File: config.mk
export PLATFORM = sky130hd
export DESIGN_NAME = fsxu_status_unit
export DESIGN_NICKNAME = d
export VERILOG_FILES = /design/src/design/fsxu_status_unit.v
export VERILOG_INCLUDE_DIRS = /design/src /design/src/design
export SDC_FILE = /design/constraint.sdc
export NUM_CORES = 1
export LEC_CHECK = 0
export ABC_AREA = 1
export BUFFER_PORTS_ARGS = -buffer_cell sky130_fd_sc_hd__buf_2
export CAP_MARGIN = 20
export CORE_AREA = 2 2 119 121
export CTS_CLUSTER_DIAMETER = 40
export DETAILED_ROUTE_END_ITERATION = 8
export DIE_AREA = 0 0 121 123
export PLACE_DENSITY = 0.77
export SYNTH_ARGS = -nofsm -noshare
export SYNTH_HDL_FRONTEND = slang
export SYNTH_SLANG_ARGS = --single-unit
File: constraint.sdc
create_clock -name core_clk -period 4.88 [get_ports core_clk]
set_clock_uncertainty 0.05 [all_clocks]
set_input_delay 0.976 -clock core_clk [delete_from_list [all_inputs] [get_ports core_clk]]
set_output_delay 0.976 -clock core_clk [all_outputs]
set_load 0.005 [all_outputs]
File: src/design/fsxu_defs.vh
/*
  bit positions, exception codes and constants of the float status and exception unit.
  assumes inclusion by bare name from design files.
*/
`ifndef FSXU_DEFS_VH
`define FSXU_DEFS_VH
`define FSXU_ERR_BIT      15
`define FSXU_GTD_BIT      14
`define FSXU_UV_BIT       11
`define FSXU_UF_BIT       10
`define FSXU_OVE_BIT      9
`define FSXU_CVE_BIT      8
`define FSXU_DBL_BIT      7
`define FSXU_LONG_BIT     6
`define FSXU_CHOP_BIT     5
`define FSXU_MAINT_BIT    4
`define FSXU_N_BIT        3
`define FSXU_Z_BIT        2
`define FSXU_V_BIT        1
`define FSXU_C_BIT        0
`define FSXU_LOAD_MASK    16'hcfff
`define FSXU_STS_RESET    16'h0000
`define FSXU_CODE_NONE    4'h0
`define FSXU_CODE_OPC     4'h2
`define FSXU_CODE_DIV0    4'h4
`define FSXU_CODE_CONV    4'h6
`define FSXU_CODE_OVF     4'h8
`define FSXU_CODE_UNF     4'ha
`define FSXU_CODE_UNDEF   4'hc
`define FSXU_CODE_MAINT   4'he
`define FSXU_VECTOR       9'h0a4
`define FSXU_STEP_SGL     5'h04
`define FSXU_STEP_DBL     5'h08
`define FSXU_EXP_BIAS_ADJ 8'h00
`define FSXU_AC_MAX_ANY   3'h5
`define FSXU_AC_MAX_MEM   3'h3
`define FSXU_MODE_AC      3'h0
`endif

File: src/design/fsxu_status_unit.v
/*
  status word, mode bits, exception prioritising and exception code/address capture of the float unit.
  assumes the datapath reports each finished operation as a one-cycle pulse with its flags,
  and the host cpu waits on op_done while busy is high.
*/
`timescale 1ns/100ps
`default_nettype none
`include "fsxu_defs.vh"

module fsxu_status_unit #(
  parameter ADDR_W     = 16,
  parameter FRAC_W     = 56,
  parameter SGL_FRAC_W = 24,
  parameter VAL_W      = 64,
  parameter WORD_W     = 16
) (
  // clock and reset
  input  wire              core_clk,
  input  wire              rst,
  // status load / store and system reset instruction
  input  wire              status_load_instr,
  input  wire [15:0]       status_load_data,
  input  wire              kernel_mode,
  input  wire              sys_reset_instr,
  output wire [15:0]       float_status_word,
  // operation report from the datapath
  input  wire              op_start,
  input  wire              op_done_in,
  input  wire [ADDR_W-1:0] op_addr,
  input  wire              res_negative,
  input  wire              res_zero,
  input  wire              res_minus_zero,
  input  wire              ex_div_zero,
  input  wire              ex_bad_opcode,
  input  wire              ex_overflow,
  input  wire              ex_underflow,
  input  wire              ex_conv_fail,
  input  wire              ex_conv_carry,
  input  wire              ex_undef_var,
  input  wire              ex_maint,
  // operand addressing check
  input  wire [2:0]        addr_mode,
  input  wire [2:0]        ac_sel,
  output wire              ac_illegal,
  output wire [4:0]        auto_step,
  // result steering to the datapath
  output wire              result_force_zero,
  output wire              double_precision_mode,
  output wire              long_integer_mode,
  output wire              chop_mode,
  output wire              maintenance_mode,
  // host handshake and interrupt
  output wire              busy,
  output wire              op_done,
  output reg               float_irq,
  output wire [8:0]        irq_vector,
  // exception registers
  output wire [3:0]        float_exception_code,
  output wire [ADDR_W-1:0] float_exception_address,
  // rounding of a fraction cut to length
  input  wire [FRAC_W-1:0] frac_chopped,
  input  wire              round_bit,
  output wire [FRAC_W-1:0] frac_result,
  output wire              frac_carry,
  // word order of a value moved to or from memory
  input  wire [VAL_W-1:0]  fp_value,
  input  wire [1:0]        mem_word_sel,
  output wire [WORD_W-1:0] mem_word
);

  reg  [15:0]       sts_q;
  reg  [15:0]       sts_d;
  reg  [3:0]        code_q;
  reg  [ADDR_W-1:0] addr_q;
  reg               busy_q;
  reg  [3:0]        code_d;
  reg               record;
  wire              bad_opc_all;

  localparam PAD_W = FRAC_W - SGL_FRAC_W;
  localparam WORDS = VAL_W / WORD_W;

  wire [FRAC_W-1:0] frac_keep;
  wire [FRAC_W-1:0] frac_lsb;
  wire [FRAC_W-1:0] frac_cut;
  wire [FRAC_W:0]   frac_sum;
  wire [WORD_W-1:0] word_at [0:WORDS-1];
  reg  [FRAC_W-1:0] frac_q;
  reg               frac_carry_q;
  reg  [WORD_W-1:0] mem_word_q;

  assign double_precision_mode = sts_q[`FSXU_DBL_BIT];
  assign long_integer_mode     = sts_q[`FSXU_LONG_BIT];
  assign chop_mode             = sts_q[`FSXU_CHOP_BIT];
  assign maintenance_mode      = sts_q[`FSXU_MAINT_BIT];

  // accumulator range per addressing mode
  assign ac_illegal = (addr_mode == `FSXU_MODE_AC) ? (ac_sel > `FSXU_AC_MAX_ANY)
                                                   : (ac_sel > `FSXU_AC_MAX_MEM);
  assign bad_opc_all = ex_bad_opcode | ac_illegal;
  assign auto_step = sts_q[`FSXU_DBL_BIT] ? `FSXU_STEP_DBL : `FSXU_STEP_SGL;

  // disabled overflow/underflow and any conversion failure store exact zero
  assign result_force_zero = (ex_underflow & ~sts_q[`FSXU_UF_BIT])
                           | (ex_overflow & ~sts_q[`FSXU_OVE_BIT])
                           | ex_conv_fail;

  // priority encode of recorded exceptions
  always @* begin
    record = 1'b1;
    code_d = `FSXU_CODE_NONE;
    if (bad_opc_all) begin
      code_d = `FSXU_CODE_OPC;
    end else if (ex_div_zero) begin
      code_d = `FSXU_CODE_DIV0;
    end else if (ex_undef_var && sts_q[`FSXU_UV_BIT]) begin
      code_d = `FSXU_CODE_UNDEF;
    end else if (res_minus_zero) begin
      code_d = `FSXU_CODE_UNDEF;
    end else if (ex_conv_fail && sts_q[`FSXU_CVE_BIT]) begin
      code_d = `FSXU_CODE_CONV;
    end else if (ex_overflow && sts_q[`FSXU_OVE_BIT]) begin
      code_d = `FSXU_CODE_OVF;
    end else if (ex_underflow && sts_q[`FSXU_UF_BIT]) begin
      code_d = `FSXU_CODE_UNF;
    end else if (ex_maint && sts_q[`FSXU_MAINT_BIT]) begin
      code_d = `FSXU_CODE_MAINT;
    end else begin
      record = 1'b0;
    end
  end

  // next status word
  always @* begin
    sts_d = sts_q;
    if (status_load_instr) begin
      sts_d = status_load_data & `FSXU_LOAD_MASK;
      if (!kernel_mode) begin
        sts_d[`FSXU_MAINT_BIT] = sts_q[`FSXU_MAINT_BIT] & status_load_data[`FSXU_MAINT_BIT];
      end
      // an exception recorded in the same cycle still leaves the error flag set
      if (op_done_in && record) begin
        sts_d[`FSXU_ERR_BIT] = 1'b1;
      end
    end else if (op_done_in) begin
      sts_d[`FSXU_N_BIT] = res_negative & ~result_force_zero;
      sts_d[`FSXU_Z_BIT] = res_zero | result_force_zero;
      sts_d[`FSXU_V_BIT] = ex_overflow;
      sts_d[`FSXU_C_BIT] = ex_conv_carry;
      if (record) begin
        sts_d[`FSXU_ERR_BIT] = 1'b1;
      end
    end
  end

  always @(posedge core_clk) begin
    if (rst) begin
      sts_q     <= `FSXU_STS_RESET;
      code_q    <= `FSXU_CODE_NONE;
      addr_q    <= {ADDR_W{1'b0}};
      busy_q    <= 1'b0;
      float_irq <= 1'b0;
    end else begin
      sts_q <= sts_d;
      if (op_start) begin
        busy_q <= 1'b1;
      end else if (op_done_in) begin
        busy_q <= 1'b0;
      end
      float_irq <= 1'b0;
      if (op_done_in && record) begin
        code_q    <= code_d;
        addr_q    <= op_addr;
        float_irq <= ~sts_q[`FSXU_GTD_BIT];
      end
    end
  end

  // rounding stage: the datapath hands over the fraction cut to length and the first bit it dropped
  assign frac_keep = double_precision_mode ? {FRAC_W{1'b1}}
                                           : {{SGL_FRAC_W{1'b1}}, {PAD_W{1'b0}}};
  assign frac_lsb  = double_precision_mode ? {{(FRAC_W-1){1'b0}}, 1'b1}
                                           : {{(SGL_FRAC_W-1){1'b0}}, 1'b1, {PAD_W{1'b0}}};
  assign frac_cut  = frac_chopped & frac_keep;
  // extra top bit keeps the carry of an all-ones fraction for renormalising downstream
  assign frac_sum  = {1'b0, frac_cut} + {1'b0, frac_lsb & {FRAC_W{round_bit}}};

  // word 0, at the lowest address, is the most significant word
  genvar w;
  generate
    for (w = 0; w < WORDS; w = w + 1) begin : g_word_order
      assign word_at[w] = fp_value[VAL_W-1-WORD_W*w -: WORD_W];
    end
  endgenerate

  always @(posedge core_clk) begin
    if (rst) begin
      frac_q       <= {FRAC_W{1'b0}};
      frac_carry_q <= 1'b0;
      mem_word_q   <= {WORD_W{1'b0}};
    end else begin
      frac_q       <= chop_mode ? frac_cut : frac_sum[FRAC_W-1:0];
      frac_carry_q <= ~chop_mode & frac_sum[FRAC_W];
      mem_word_q   <= word_at[mem_word_sel];
    end
  end

  // system reset instruction touches nothing here
  wire unused_sys_reset = sys_reset_instr;

  assign float_status_word       = sts_q;
  assign float_exception_code    = code_q;
  assign float_exception_address = addr_q;
  assign irq_vector              = `FSXU_VECTOR;
  assign busy                    = busy_q;
  assign op_done                 = op_done_in;
  assign frac_result             = frac_q;
  assign frac_carry              = frac_carry_q;
  assign mem_word                = mem_word_q;

endmodule // fsxu_status_unit
`default_nettype wire

Word level (Yosys, flattened, before mapping)
Cells that the tools add are included.
Widths: inputs -> output; s select.

word-level totals
  output and inout port bits = 132
  bits in read-only memories = 0
  memories = 0
  input bits = 179
  RAM bits = 0
  bits in latches = 0
  logic and storage cells = 77
  register bits = 109

cells by class
  $mul = 0
  bitwise operators = 18
  shift-type cells = 0
  reduce and logical (&&, ||, !) cells = 12
  mux-type cells = 33
  $add $sub $neg = 1
  divide/modulo/power cells = 0
  equality and inequality tests = 0
  order comparisons = 3

operator list
  cell                count
  $add 56x56->57      1
  $and 33x56->56      1
  $and 56x56->56      1
  $mux 56             1
  $mux 4              11
  $mux 33             1
  $bmux 16 s2         1
  $mux 16             2
  $mux 32             1
  $mux 1              16
  $logic_and 1x1->1   6
  $not 1->1           6
  $reduce_bool 2->1   3
  $and 1x1->1         5
  $or 1x1->1          4
  $ge 3x3->1 const B  1
  $gt 3x2->1 const B  1
  $gt 3x3->1 const B  1
  $logic_not 3->1     1
  $not 2->3           1
  $reduce_and 2->1    1
  $reduce_or 2->1     1

Logic depth before layout (Yosys ltp)
Gate-level depths: netlist (run 1).

  word-level depth = 12
  mapped depth = 18
  mapped depth without buffers = 14

Worst setup path before layout (run 1)
OpenSTA, ideal clock, no wires.

  path type = flip-flop to flip-flop
  from = register sts_q[7], in the netlist float_status_word[7]
  to = register frac_q[30], in the netlist frac_result[30]
  clock period less this slack = 2,468 ps
  library setup time = 116 ps
  arrival time = 2,303 ps
  setup slack = 2,412 ps
  data required time = 4,714 ps
  stages on the path, launching flop included = 16
  cells stage by stage = dfxtp_1 -> buf_6 -> buf_6 -> buf_2 -> buf_2 -> nand2_1 -> inv_1 -> ha_1 -> ha_1 -> nand2_1 -> nor2_2 -> nand4_1 -> nor2_2 -> nand3b_1 -> o21ai_0 -> nor2_1

on the way
  word-level cells in the longest chain between the ends = 4
  elaborated cells between the ends (all ways) = 6

RTL lines
  what                                                     RTL line                                        RTL
  from (decl)                                              fsxu_status_unit.v:71                           reg [15:0] sts_q;
  from (signal assigned)                                   fsxu_status_unit.v:158                          sts_q <= `FSXU_STS_RESET;
  from (signal assigned)                                   fsxu_status_unit.v:164                          sts_q <= sts_d;
  $mux 32 / $mux 33 (equally long branches)                fsxu_status_unit.v:180, fsxu_status_unit.v:182
  $and 56x56->56 / $and 33x56->56 (equally long branches)  fsxu_status_unit.v:184, fsxu_status_unit.v:186
  $add 56x56->57                                           fsxu_status_unit.v:186                          assign frac_sum = {1'b0, frac_cut} + {1'b0, frac_lsb & {FRAC_W{round_bit}}};
  $mux 56 *                                                fsxu_status_unit.v:202                          frac_q <= chop_mode ? frac_cut : frac_sum[FRAC_W-1:0];
  to (signal assigned)                                     fsxu_status_unit.v:198                          frac_q <= {FRAC_W{1'b0}};
  to (signal assigned)                                     fsxu_status_unit.v:202
  to (decl)                                                fsxu_status_unit.v:88                           reg [FRAC_W-1:0] frac_q;

Mark *: on every way between the ends. The rest lies on a longest branch, timed or not.
A chain may end at the register's enable or synchronous reset.

Worst setup path after layout (run 1)
Ends and elaborated chain as after synthesis.

==> results of run 1 <==
[stage by stage]
stage	instance area [sq um]	instances	util, %	power [uW]
global route	7540	1371	55.4	2090
detailed placement	7270	1354	53.4	1310
global placement	7270	1354	53.4	1310
CTS	7540	1370	55.4	1990
finish	7540	1371	55.4	1980
floorplan	5910	940	-	1150
[state kept, by name, summed over array words and instances, names as in the netlist]
signal                   flops
busy                         1
float_status_word           14
float_exception_address     16
frac_carry                   1
frac_result                 56
mem_word                    16
float_irq                    1
float_exception_code         3
[final timing paths]
check / startpoint / to / slack [ns] / cells past startpoint
worst min-delay path: float_status_word[14] / float_irq / 0.42 / 1
worst max-delay path: float_status_word[7] / frac_result[30] / 1.87 / 11
worst min register to register: float_status_word[14] / float_irq / 0.42 / 1
worst max register to register: float_status_word[7] / frac_result[30] / 1.87 / 11
[cells in the final DEF, fill, tap and decap left out, types with 2 or more instances in the layout]
cell type                    count
sky130_fd_sc_hd__clkinvlp_4      2
sky130_fd_sc_hd__conb_1         15
sky130_fd_sc_hd__clkbuf_1        2
sky130_fd_sc_hd__nand3_1        84
sky130_fd_sc_hd__dfxtp_1       107
sky130_fd_sc_hd__nor2_1        223
sky130_fd_sc_hd__buf_4           2
sky130_fd_sc_hd__clkbuf_16       9
sky130_fd_sc_hd__nor4_1          4
sky130_fd_sc_hd__nor2_2         10
sky130_fd_sc_hd__clkinv_2        2
sky130_fd_sc_hd__inv_1          70
sky130_fd_sc_hd__buf_2         291
sky130_fd_sc_hd__o21ai_0        83
sky130_fd_sc_hd__nand3_2         4
sky130_fd_sc_hd__o21ai_1         3
sky130_fd_sc_hd__nor2_4          2
sky130_fd_sc_hd__a21oi_1        71
sky130_fd_sc_hd__nand4_1         9
sky130_fd_sc_hd__nand2_1       158
sky130_fd_sc_hd__nand2_2         7
sky130_fd_sc_hd__nand3b_1        3
sky130_fd_sc_hd__ha_1            3
sky130_fd_sc_hd__nor3_1         15
[routing by layer]
metal | part of all wire [%] | up-vias | global-route usage (%)
li1 | - | 3484 | -
met1 | 44 | 3007 | 34.7
met2 | 45 | 331 | 38.3
met3 | 8.8 | 33 | 5.81
met4 | 1.8 | 0 | 7.63
met5 | 0 | - | 0
[cell type report]
cell class / instances / area share (%)
clock buffers: 12 / 3.27
flip-flops and latches: 108 / 28.7
inverters: 71 / 3.53
well taps: 180 / 2.99
clock inverters: 4 / 0.332
multi-input cells: 702 / 41.6
diodes: 1 / 0.0332
repair buffers: 293 / 19.5
[cell families (layout without fill, tap and decap cells)]
| logic type | count (synthesis) | in the layout |
|---|---|---|
| and+or+nand+nor | 521 | 521 |
| AOI/OAI and AO/OA | 163 | 163 |
| buffers and inverters | 130 | 380 |
| DFF | 108 | 108 |
| adders and majority gates | 3 | 3 |
| other | 2 | 16 |
[worst max-delay path: cells and delay by family, from the launching register on]
kind | cells | cell delay [ns]
simple gates | 7 | 1.17
flops | 1 | 1.00
fa+ha+maj | 2 | 0.34
compound gates | 1 | 0.18
buf+inv | 1 | 0.10
[power groups by stage]
stage	clock network, uW	registers (uW)	logic [uW]
global placement	0	979	330
detailed placement	0	980	332
global route	737	966	382
floorplan	0	977	175
CTS	700	960	334
finish	681	961	337
==> impl_summary.txt, run 1 <==
----------------------------------------------------
[Timing]
  Post-layout minimum cycle time ... 3.01 ns
  Post-route worst hold slack ... 0.421 ns
  Highest clock rate ... 0.332 GHz
  Setup-violating endpoint count in the final report ... 0
  Crit path setup slack, layout ... 1.87 ns
  Number of pins with negative max-slew slack in the final report ... 0
  Tcrit/Tclk final ... 61.6%
  Worst Tran Pin Value ... 1.03 ns
  Number of endpoints with negative hold slack in the final report ... 0
  Total Negative Setup Slacks ... 0 ns
  Headroom to the max-slew limit ... 31.0%
  Setup repair after global routing missed its margin ... false

[GRT]
  Initial antenna violation count ... 1
  Wire length of the first global-routing pass ... 29500 microns
  Largest net degree at the start of global routing ... 56
  Global-route total usage across every layer ... 24.9%
  Total congestion overflow ... 0
  Number of global-route vias before repair ... 5952

[Cells and area]
  Storage cell area ... 2160 sq um
  Number of nets in the finished design ... 1367
  Area delta synth->final ... 28.8%
  Proportion of layout cells with a drive suffix above 1 ... 28.1%
  Area of combinational cells with multiple inputs ... 3140 sq um
  Number of fill cells ... 1367

[Synthesis]
  Summed instance area of the synthesized netlist ... 5860 sq um
  YS warnings ... 0
  Top cells by count, synth ... sky130_fd_sc_hd__nor2_1 (223), sky130_fd_sc_hd__nand2_1 (158), sky130_fd_sc_hd__dfxtp_1 (108)
  Post-synth EDFFs ... 0
  Synth top area share ... 36.9%
  Post-synthesis share of cell area spent on full adders, half adders and majority gates ... 0.641%
  Synthesized-area fraction occupied by ao, oa, aoi and oai cells ... 14.2%
  Multiplexer fraction of the synthesized cell area ... 0%
  Area fraction in and, or, nand and nor cells after synthesis ... 37.8%
  Top cells by area in the synthesized netlist ... sky130_fd_sc_hd__dfxtp_1 (37%), sky130_fd_sc_hd__nor2_1 (14%), sky130_fd_sc_hd__nand2_1 (10%)
  Share of the yosys chip area belonging to registers ... 36.9%
  Number of flip-flops and latches in the synthesized netlist ... 108
  Synthesized-area fraction occupied by xor and xnor cells ... 0%
  Post-synth ARST share ... 0%
  Dominant combinational cell family by area after synthesis ... simple AND/OR/NAND/NOR gates
  Most common cell in the netlist ... sky130_fd_sc_hd__nor2_1
  Number of cells produced by synthesis ... 927
  Mean instance size in the synthesized netlist ... 6.32 sq um
  Post-synth top area cell ... sky130_fd_sc_hd__dfxtp_1
  Dominant register cell in the synthesized netlist ... sky130_fd_sc_hd__dfxtp_1
  Number of distinct standard cells referenced by the synthesized netlist ... 31

[Floorplanning]
  Std cell rows ... 43
  Initial core utilization ... 43.0%
  Die extent in x ... 121 microns
  Total die area ... 14900 sq um
  Area of the core region ... 13600 sq um
  I/O pins ... 311
  Chip Height ... 123 microns

[Clock network]
  Gates resized, CTS repair ... 0
  Skew-Pair Late Insertion Delay ... 0.35 ns
  Number of buffers inserted to repair setup after CTS ... 0
  H-tree lvl count ... 3
  Maximum number of buffers from clock root to sink ... 2
  Total of hold buffers inserted after clock tree synthesis ... 0
  Number of sinks handled by clock tree synthesis ... 108
  CTS tree ... done
  Clock root buffer ... sky130_fd_sc_hd__clkbuf_16
  Number of CTS-inserted buffers ... 9
  Clock transition at the registers of the reported paths ... 0.07 ns

[Power]
  Switching power of the nets ... 546 uW
  Switching Share ... 27.6%
  Reg power frac ... 48.6%
  Pleak ... 0.00381 uW
  Logic gate share of total power ... 17.0%
  Peak supply drop ... 162 uV
  Clock power frac ... 34.4%
  Power per cell area ... 262 nW/um^2
  Internal cell power ... 1430 uW

[Setup path]
  Largest fanout of any net on the critical path ... 54
  Endpoint type of the worst setup path ... flop
  Sequence of cells on the critical path ... nand2_1 -> inv_1 -> ha_1 -> ha_1 -> nand2_1 -> nor2_2 -> nand4_1 -> nor2_2 -> nand3b_1 -> o21ai_0 -> nor2_1
  Crit path largest cell delay ... 1.00 ns
  Crit path kind ... flop to flop
  Critical path arrival ... 3.20 ns
  Slowest stage cell, crit path ... sky130_fd_sc_hd__dfxtp_2
  Type of origin of the critical path ... flop
  Required time of the worst setup path ... 5.08 ns

[Placed design]
  Routability Congestion ... 0.964
  Post-detail-place hpwl ... 14900 microns
  Port Buf Inserts ... 291
  Post-place setup slack ... 1.99 ns

[Route]
  Vias per cell ... 5.00
  Number of DRC violations after detailed-routing iteration 0 ... 808
  Total via count after detailed routing ... 6855
  Detailed-route wire length ... 19200 microns
  Post-detailed-route count of antenna-violating nets ... 0
  DRC violation count after routing ... 0
  First-pass DRT Iterations ... 6
  DR WL/cell ... 14.0 microns

[Outcome]
  Outcome ... complete, no violations

[Min path]
  Worst hold path class ... flop to flop

[Run]
  Number of maximum-capacitance constraint violations ... 0

----------------------------------------------------
No activity file was read; power rests on OpenSTA's default activity.
==> run 2: changes to the inputs <==
CORE_AREA = default   (was 2 2 119 121)
CORE_MARGIN = 1   (was default)
CORE_UTILIZATION = 41   (was default)
DIE_AREA = default   (was 0 0 121 123)
clock period = 2.4 ns   (was 4.88 ns; I/O delays follow)
==> run 2 against run 1 <==
  * Global-route usage increased by 0.80 points
  * First-iteration DRC count decreased by 18%
  * Flip-flop and latch count unchanged
  * Fmax increased by 37%
  * Clock power increased by 110%
  * Cell count increased by 0.80%
  * Routed wire length increased by 1.6%
  * Critical path type unchanged
  * Critical endpoint unchanged
  * Largest cell class unchanged
  * Highest routed layer unchanged
==> impl_summary.txt, run 2 (synthesis gave the netlist of run 1 again) <==
----------------------------------------------------
[Outcome]
  Outcome ... complete, no violations

[Clock network]
  Clock root buffer ... sky130_fd_sc_hd__clkbuf_16
  Number of sinks handled by clock tree synthesis ... 108 (unchanged)
  Skew-Pair Late Insertion Delay ... 0.36 ns (about the same)
  Number of buffers inserted to repair setup after CTS ... 0 (unchanged)
  Total of hold buffers inserted after clock tree synthesis ... 0 (unchanged)
  Number of CTS-inserted buffers ... 9 (unchanged)
  Clock transition at the registers of the reported paths ... 0.07 ns (about the same)
  Maximum number of buffers from clock root to sink ... 2 (unchanged)
  CTS tree ... done
  Gates resized, CTS repair ... 0 (unchanged)
  H-tree lvl count ... 3 (unchanged)

[Timing]
  Number of endpoints with negative hold slack in the final report ... 0 (unchanged)
  Headroom to the max-slew limit ... 46.1% (+15 points)
  Setup-violating endpoint count in the final report ... 0 (unchanged)
  Total Negative Setup Slacks ... 0 ns (unchanged)
  Worst Tran Pin Value ... 0.808 ns (-0.227 ns)
  Number of pins with negative max-slew slack in the final report ... 0 (unchanged)
  Setup repair after global routing missed its margin ... false
  Tcrit/Tclk final ... 91.3% (+30 points)
  Highest clock rate ... 0.456 GHz (+37%)
  Post-layout minimum cycle time ... 2.19 ns (-0.816 ns)

[Setup path]
  Type of origin of the critical path ... flop
  Required time of the worst setup path ... 2.59 ns (-2.49 ns)
  Largest fanout of any net on the critical path ... 7 (-87%)
  Worst setup path startpoint ... float_status_word[7]
  FF-to-FF Start ... float_status_word[7]
  Critical path arrival ... 2.39 ns (-0.81 ns)
  Crit path kind ... flop to flop
  Endpoint type of the worst setup path ... flop

[Cells and area]
  Proportion of layout cells with a drive suffix above 1 ... 28.9% (+0.80 points)
  Commonest cells after routing, fill and taps aside ... sky130_fd_sc_hd__buf_2 (291), sky130_fd_sc_hd__nor2_1 (223), sky130_fd_sc_hd__nand2_1 (158)
  Most common cell after layout, fill and taps aside ... sky130_fd_sc_hd__buf_2
  Diodes inserted ... 0 (-1)
  Number of nets in the finished design ... 1379 (+0.88%)
  Area delta synth->final ... 30.7%
  Max FFs per register ... 56 (unchanged)
  Core Util, Final ... 54.9% (-0.47 points)

[Power]
  Pleak ... 0.00387 uW (+1.7%)
  Reg power frac ... 47.3% (-1.3 points)
  Peak supply drop ... 309 uV (+90%)
  Power per cell area ... 535 nW/um^2 (+100%)
  Internal cell power ... 2930 uW (+100%)
  Clock power frac ... 35.0% (+0.6 points)
  Switching power of the nets ... 1160 uW (+110%)
  Logic gate share of total power ... 17.8% (+0.8 points)
  Switching Share ... 28.4% (+0.80 points)

[Route]
  Total via count after detailed routing ... 6987 (+1.9%)
  Post-detailed-route count of antenna-violating nets ... 0 (unchanged)
  Vias per cell ... 5.06 (+1.1%)
  Detailed-route wire length ... 19500 microns (+1.6%)
  First-pass DRT Iterations ... 5 (-1)
  DR WL/cell ... 14.1 microns (+0.78%)
  Number of DRC violations after detailed-routing iteration 0 ... 660 (-18%)
  DRC violation count after routing ... 0 (unchanged)

[Placed design]
  Port Buf Inserts ... 291 (unchanged)
  Post-detail-place hpwl ... 15300 microns (+2.3%)
  Routability Congestion ... 0.988 (+2.5%)

[GRT]
  Initial antenna violation count ... 0 (-1)
  Global-route total usage across every layer ... 25.7% (+0.80 points)
  Largest net degree at the start of global routing ... 37 (-34%)
  Total congestion overflow ... 0 (unchanged)
  Number of global-route vias before repair ... 5972 (+0.34%)
  Wire length of the first global-routing pass ... 29700 microns (+0.54%)

[Floorplanning]
  Die extent in x ... 122 microns (+0.43%)
  Initial core utilization ... 42.0% (-1.0 points)
  Chip Height ... 122 microns (-1.2%)
  Std cell rows ... 43 (unchanged)
  I/O pins ... 311 (unchanged)
  Total die area ... 14800 sq um (-0.78%)
  Area of the core region ... 13900 sq um (+2.4%)

[Min path]
  Hold_sp ... op_start
  Worst hold path class ... primary input to flop

[Run]
  Number of maximum-capacitance constraint violations ... 0 (unchanged)

----------------------------------------------------
run 2: cell types whose count changed in the layout (fill, tap and decap cells not counted), sizes merged:
cell and delta:
buf +12, clkbuf -1, clkinv +1, diode -1
run 2: routing by layer:
layer	GRT usage, %	vias up	wire length [microns]	part of all wire [%]
li1	-	3505	-	-
met1	35.2	3087	8550	44
met2	40.5	375	9020	46
met3	4.51	20	1670	8.5
met4	9.10	0	312	1.6
met5	0	-	0	0
run 2: layout make-up:
type | count | area, sq um
repair buffers | 305 | 1570
multi-input cells | 702 | 3150
clock buffers | 11 | 243
clock inverters | 5 | 37.5
well taps | 180 | 225
flip-flops and latches | 108 | 2160
inverters | 71 | 267
fillers | 1408 | 6280
run 2: final timing paths:
path,to,slack [ns],depth (start not counted)
setup reg to reg,frac_result[30],0.21,11
hold reg to reg,float_irq,0.40,1
hold / removal,busy,0.28,3
setup / recovery,frac_result[30],0.21,11
run 2: critical path, stage by stage (launching register included):
cell,delay (ns)
sky130_fd_sc_hd__dfxtp_2,0.45
sky130_fd_sc_hd__nand2_1,0.10
sky130_fd_sc_hd__inv_1,0.07
sky130_fd_sc_hd__ha_1,0.18
sky130_fd_sc_hd__ha_1,0.17
sky130_fd_sc_hd__nand2_1,0.08
sky130_fd_sc_hd__nor2_4,0.15
sky130_fd_sc_hd__nand4_1,0.24
sky130_fd_sc_hd__nor2_2,0.23
sky130_fd_sc_hd__nand3b_1,0.12
sky130_fd_sc_hd__o21ai_0,0.17
sky130_fd_sc_hd__nor2_1,0.06
run 2: power by group through the flow:
stage / clock [uW] / sequential, uW / combinational, uW
6_report: 1430 / 1940 / 728
3_3_place_gp: 0 / 1970 / 712
3_5_place_dp: 0 / 1980 / 720
2_1_floorplan: 0 / 1990 / 358
4_1_cts: 1460 / 1940 / 723
5_1_grt: 1540 / 1950 / 817
run 2: stage by stage:
stage	power [uW]	cells	setup WS (ns)	instance area, sq um	hold slack [ns]
after detailed placement	2700	1366	0.158	7370	0.403
final	4100	1382	0.208	7650	0.279
after CTS	4120	1382	0.244	7650	0.272
after global routing	4300	1382	0.0170	7650	0.280
after floorplan	2340	940	0.0238	5910	0.394
after global placement	2690	1366	0.200	7370	0.382
==> run 3: changes to the inputs <==
ABC_AREA = default   (was 1)
CORE_AREA = 2 2 119 121   (was default)
CORE_MARGIN = default   (was 1)
CORE_UTILIZATION = default   (was 41)
CTS_CLUSTER_DIAMETER = 120   (was 40)
DIE_AREA = 0 0 121 123   (was default)
PLACE_DENSITY = 0.76   (was 0.77)
==> run 3 against run 2 <==
  * Sequential share of layout area grew 0.46 points
  * Cell count shrank 23%
  * Cell area shrank 1.5%
  * Worst hold slack gained 0.011 ns
  * Total power shrank 2.0%
  * Global-route usage shrank 4.9 points
  * Clock power is essentially flat
  * Flip-flop and latch count is the same
  * Critical path depth shrank 3
  * Combinational power shrank 5.9%
  * Die area grew 0.78%
==> impl_summary.txt, run 3 <==
----------------------------------------------------
[Route]
  First-pass DRT Iterations ... 4 (-1)
  Detailed-route wire length ... 16200 microns (-17%)
  Post-detailed-route count of antenna-violating nets ... 0 (unchanged)
  DR WL/cell ... 15.3 microns (+8.1%)
  Number of DRC violations after detailed-routing iteration 0 ... 260 (-61%)
  DRC violation count after routing ... 0 (unchanged)
  Total via count after detailed routing ... 5243 (-25%)
  Vias per cell ... 4.95 (-2.2%)

[Clock network]
  CTS tree ... done
  Number of sinks handled by clock tree synthesis ... 108 (unchanged)
  H-tree lvl count ... 3 (unchanged)
  Clock transition at the registers of the reported paths ... 0.07 ns (about the same)
  Skew-Pair Late Insertion Delay ... 0.35 ns (about the same)
  Number of CTS-inserted buffers ... 9 (unchanged)
  Clock root buffer ... sky130_fd_sc_hd__clkbuf_16
  Maximum number of buffers from clock root to sink ... 2 (unchanged)

[Timing]
  Worst Tran Pin Value ... 0.527 ns (-0.281 ns)
  Post-layout minimum cycle time ... 2.33 ns (+0.140 ns)
  Headroom to the max-slew limit ... 64.9% (+19 points)
  Number of pins with negative max-slew slack in the final report ... 0 (unchanged)
  Post-route worst hold slack ... 0.290 ns (+0.0111 ns)
  Number of endpoints with negative hold slack in the final report ... 0 (unchanged)
  Highest clock rate ... 0.429 GHz (-6.0%)
  Setup-violating endpoint count in the final report ... 0 (unchanged)
  Crit path setup slack, layout ... 0.0677 ns (-0.140 ns)
  Tcrit/Tclk final ... 97.2% (+5.8 points)

[Synthesis]
  Number of cells produced by synthesis ... 578 (-38%)
  Top cells by area in the synthesized netlist ... sky130_fd_sc_hd__dfxtp_1 (41%), sky130_fd_sc_hd__nor2_1 (6.8%), sky130_fd_sc_hd__mux4_2 (6.8%)
  Post-synth top area cell ... sky130_fd_sc_hd__dfxtp_1
  Post-synth EDFFs ... 0 (unchanged)
  Number of distinct standard cells referenced by the synthesized netlist ... 51 (+65%)
  Dominant register cell in the synthesized netlist ... sky130_fd_sc_hd__dfxtp_1
  Mean instance size in the synthesized netlist ... 9.23 sq um (+46%)
  Synth top area share ... 40.5% (+3.6 points)
  Number of flip-flops and latches in the synthesized netlist ... 108 (unchanged)
  Share of the yosys chip area belonging to registers ... 40.5% (+3.6 points)
  Summed instance area of the synthesized netlist ... 5340 sq um (-8.9%)
  YS warnings ... 0 (unchanged)
  Top cells by count, synth ... sky130_fd_sc_hd__dfxtp_1 (108), sky130_fd_sc_hd__nor2_1 (97), sky130_fd_sc_hd__nand2_1 (51)
  Most common cell in the netlist ... sky130_fd_sc_hd__dfxtp_1
  Post-synth ARST share ... 0% (unchanged)

[Run]
  Number of maximum-capacitance constraint violations ... 0 (unchanged)

[Setup path]
  FF-to-FF Start ... float_status_word[7]
  Reg2reg path depth ... 8 (-3)
  Crit path largest cell delay ... 0.48 ns (+0.03 ns)
  Capture point of the worst reg-to-reg path ... frac_result[27]
  Required time of the worst setup path ... 2.58 ns (about the same)
  Endpoint type of the worst setup path ... flop
  CP Buf/Inv Count ... 2 (+1)
  Register-to-register setup slack ... 0.07 ns (-0.14 ns)
  Largest fanout of any net on the critical path ... 18 (+11)
  Sequence of cells on the critical path ... buf_6 -> nand4_4 -> nor4_4 -> buf_4 -> nand2_1 -> nor4_1 -> xnor2_1 -> nor2_1
  Critical path arrival ... 2.52 ns (+0.13 ns)
  Crit path kind ... flop to flop
  Slowest stage cell, crit path ... sky130_fd_sc_hd__nor4_1
  Crit-path leading delay family ... simple AND/OR/NAND/NOR gates
  Type of origin of the critical path ... flop

[Placed design]
  Routability Congestion ... 0.933 (-5.5%)
  Cell total after placement ... 1040 (-24%)
  Post-place setup slack ... -0.0217 ns (-0.179 ns)
  Port Buf Inserts ... 291 (unchanged)
  Post-detail-place hpwl ... 13000 microns (-15%)

[Power]
  Total power after layout ... 4020 uW (-2.0%)
  Pleak ... 0.00354 uW (-8.5%)
  Power per cell area ... 532 nW/um^2 (-0.51%)
  Peak supply drop ... 300 uV (-2.6%)

[Cells and area]
  Diodes inserted ... 0 (unchanged)
  Area delta synth->final ... 41.4%
  Number of nets in the finished design ... 1057 (-23%)
  Max FFs per register ... 56 (unchanged)
  Post-Layout Cell Count ... 1060 (-23%)
  Core Util, Final ... 55.4% (+0.48 points)
  Commonest cells after routing, fill and taps aside ... sky130_fd_sc_hd__buf_2 (292), sky130_fd_sc_hd__dfxtp_1 (107), sky130_fd_sc_hd__nor2_1 (97)
  Proportion of layout cells with a drive suffix above 1 ... 43.6% (+15 points)
  Most common cell after layout, fill and taps aside ... sky130_fd_sc_hd__buf_2

[GRT]
  Largest net degree at the start of global routing ... 34 (-8.1%)
  Number of global-route vias before repair ... 4865 (-19%)
  Wire length of the first global-routing pass ... 24000 microns (-19%)
  Total congestion overflow ... 0 (unchanged)
  Initial antenna violation count ... 1 (+1)
  Global-route total usage across every layer ... 20.8% (-4.9 points)

[Min path]
  Worst hold path class ... primary input to flop
  Worst hold path stage count ... 3 (unchanged)
  Worst Hold Endpoint ... busy
  Hold_sp ... op_start

[Floorplanning]
  Chip Height ... 123 microns (+1.2%)
  Die extent in x ... 121 microns (-0.43%)
  I/O pins ... 311 (unchanged)
  Area of the core region ... 13600 sq um (-2.3%)
  Std cell rows ... 43 (unchanged)
  Initial core utilization ... 39.2% (-2.8 points)
  Total die area ... 14900 sq um (+0.78%)

[Outcome]
  Outcome ... complete, no violations

----------------------------------------------------
## run 3: power by group
part,leakage (uW),switching [uW],internal [uW],total (uW)
sequential,0.000891,37.8,1890,1920
clock,0.000136,645,762,1410
combinational,0.00252,341,344,685
## run 3: cell families after synthesis
kind of cell,Yosys count,synth area share (%)
simple gates,258,24.8
flops,108,40.5
buf+inv,65,6.28
xor+xnor,51,8.37
mux,46,12.4
compound gates,45,6.73
fa+ha+maj,3,0.704
other cells,2,0.141
## run 3: metal layers
metal	vias to the layer above	GRT usage [%]	part of all wire (%)
met5	-	0	0.080
met4	2	6.54	1.5
met3	20	4.75	7.2
met2	222	37.8	51
met1	2448	24.4	40
li1	2551	-	-
## run 3: tightest hold or removal path, stage by stage
cell                      delay, ns
sky130_fd_sc_hd__buf_2         0.08
sky130_fd_sc_hd__a21oi_1       0.03
sky130_fd_sc_hd__nor2_1        0.06
## run 3: area by class of cell
class | instances | area, sq um
fillers | 1256 | 6070
multi-input cells | 418 | 3100
flip-flops and latches | 108 | 2170
repair buffers | 321 | 1710
clock buffers | 13 | 260
well taps | 180 | 225
inverters | 17 | 63.8
clock inverters | 3 | 21.3
## run 3: worst max-delay path by stage
stage | from | endpoint | slack [ns] | depth (start not counted)
after floorplan | float_status_word[7] | frac_result[25] | -0.04 | 11
after global placement | float_status_word[7] | frac_result[53] | 0.007 | 8
after detailed placement | frac_chopped[0] | frac_result[54] | -0.02 | 10
after CTS | float_status_word[7] | frac_result[51] | 0.04 | 8
after global routing | float_status_word[7] | frac_result[27] | -0.03 | 8
final | float_status_word[7] | frac_result[27] | 0.07 | 8
## run 3: per-stage QoR
| step | TNS, ns | instance area, sq um |
|---|---|---|
| 3_3_place_gp | 0 | 7170 |
| 5_1_grt | -0.0288 | 7540 |
| 6_report | 0 | 7540 |
| 2_1_floorplan | -0.203 | 5550 |
| 3_5_place_dp | -0.0766 | 7170 |
| 4_1_cts | 0 | 7450 |
## run 3: timing repair
item                                    4_1_cts  5_1_grt
pin swaps                                     0        5
resized for setup                             1        9
setup buffers                                 0        4
hold endpoints to repair                      0        0
hold buffers                                  0        0
gates cloned                                  0        0
endpoints found under the setup margin        6       17
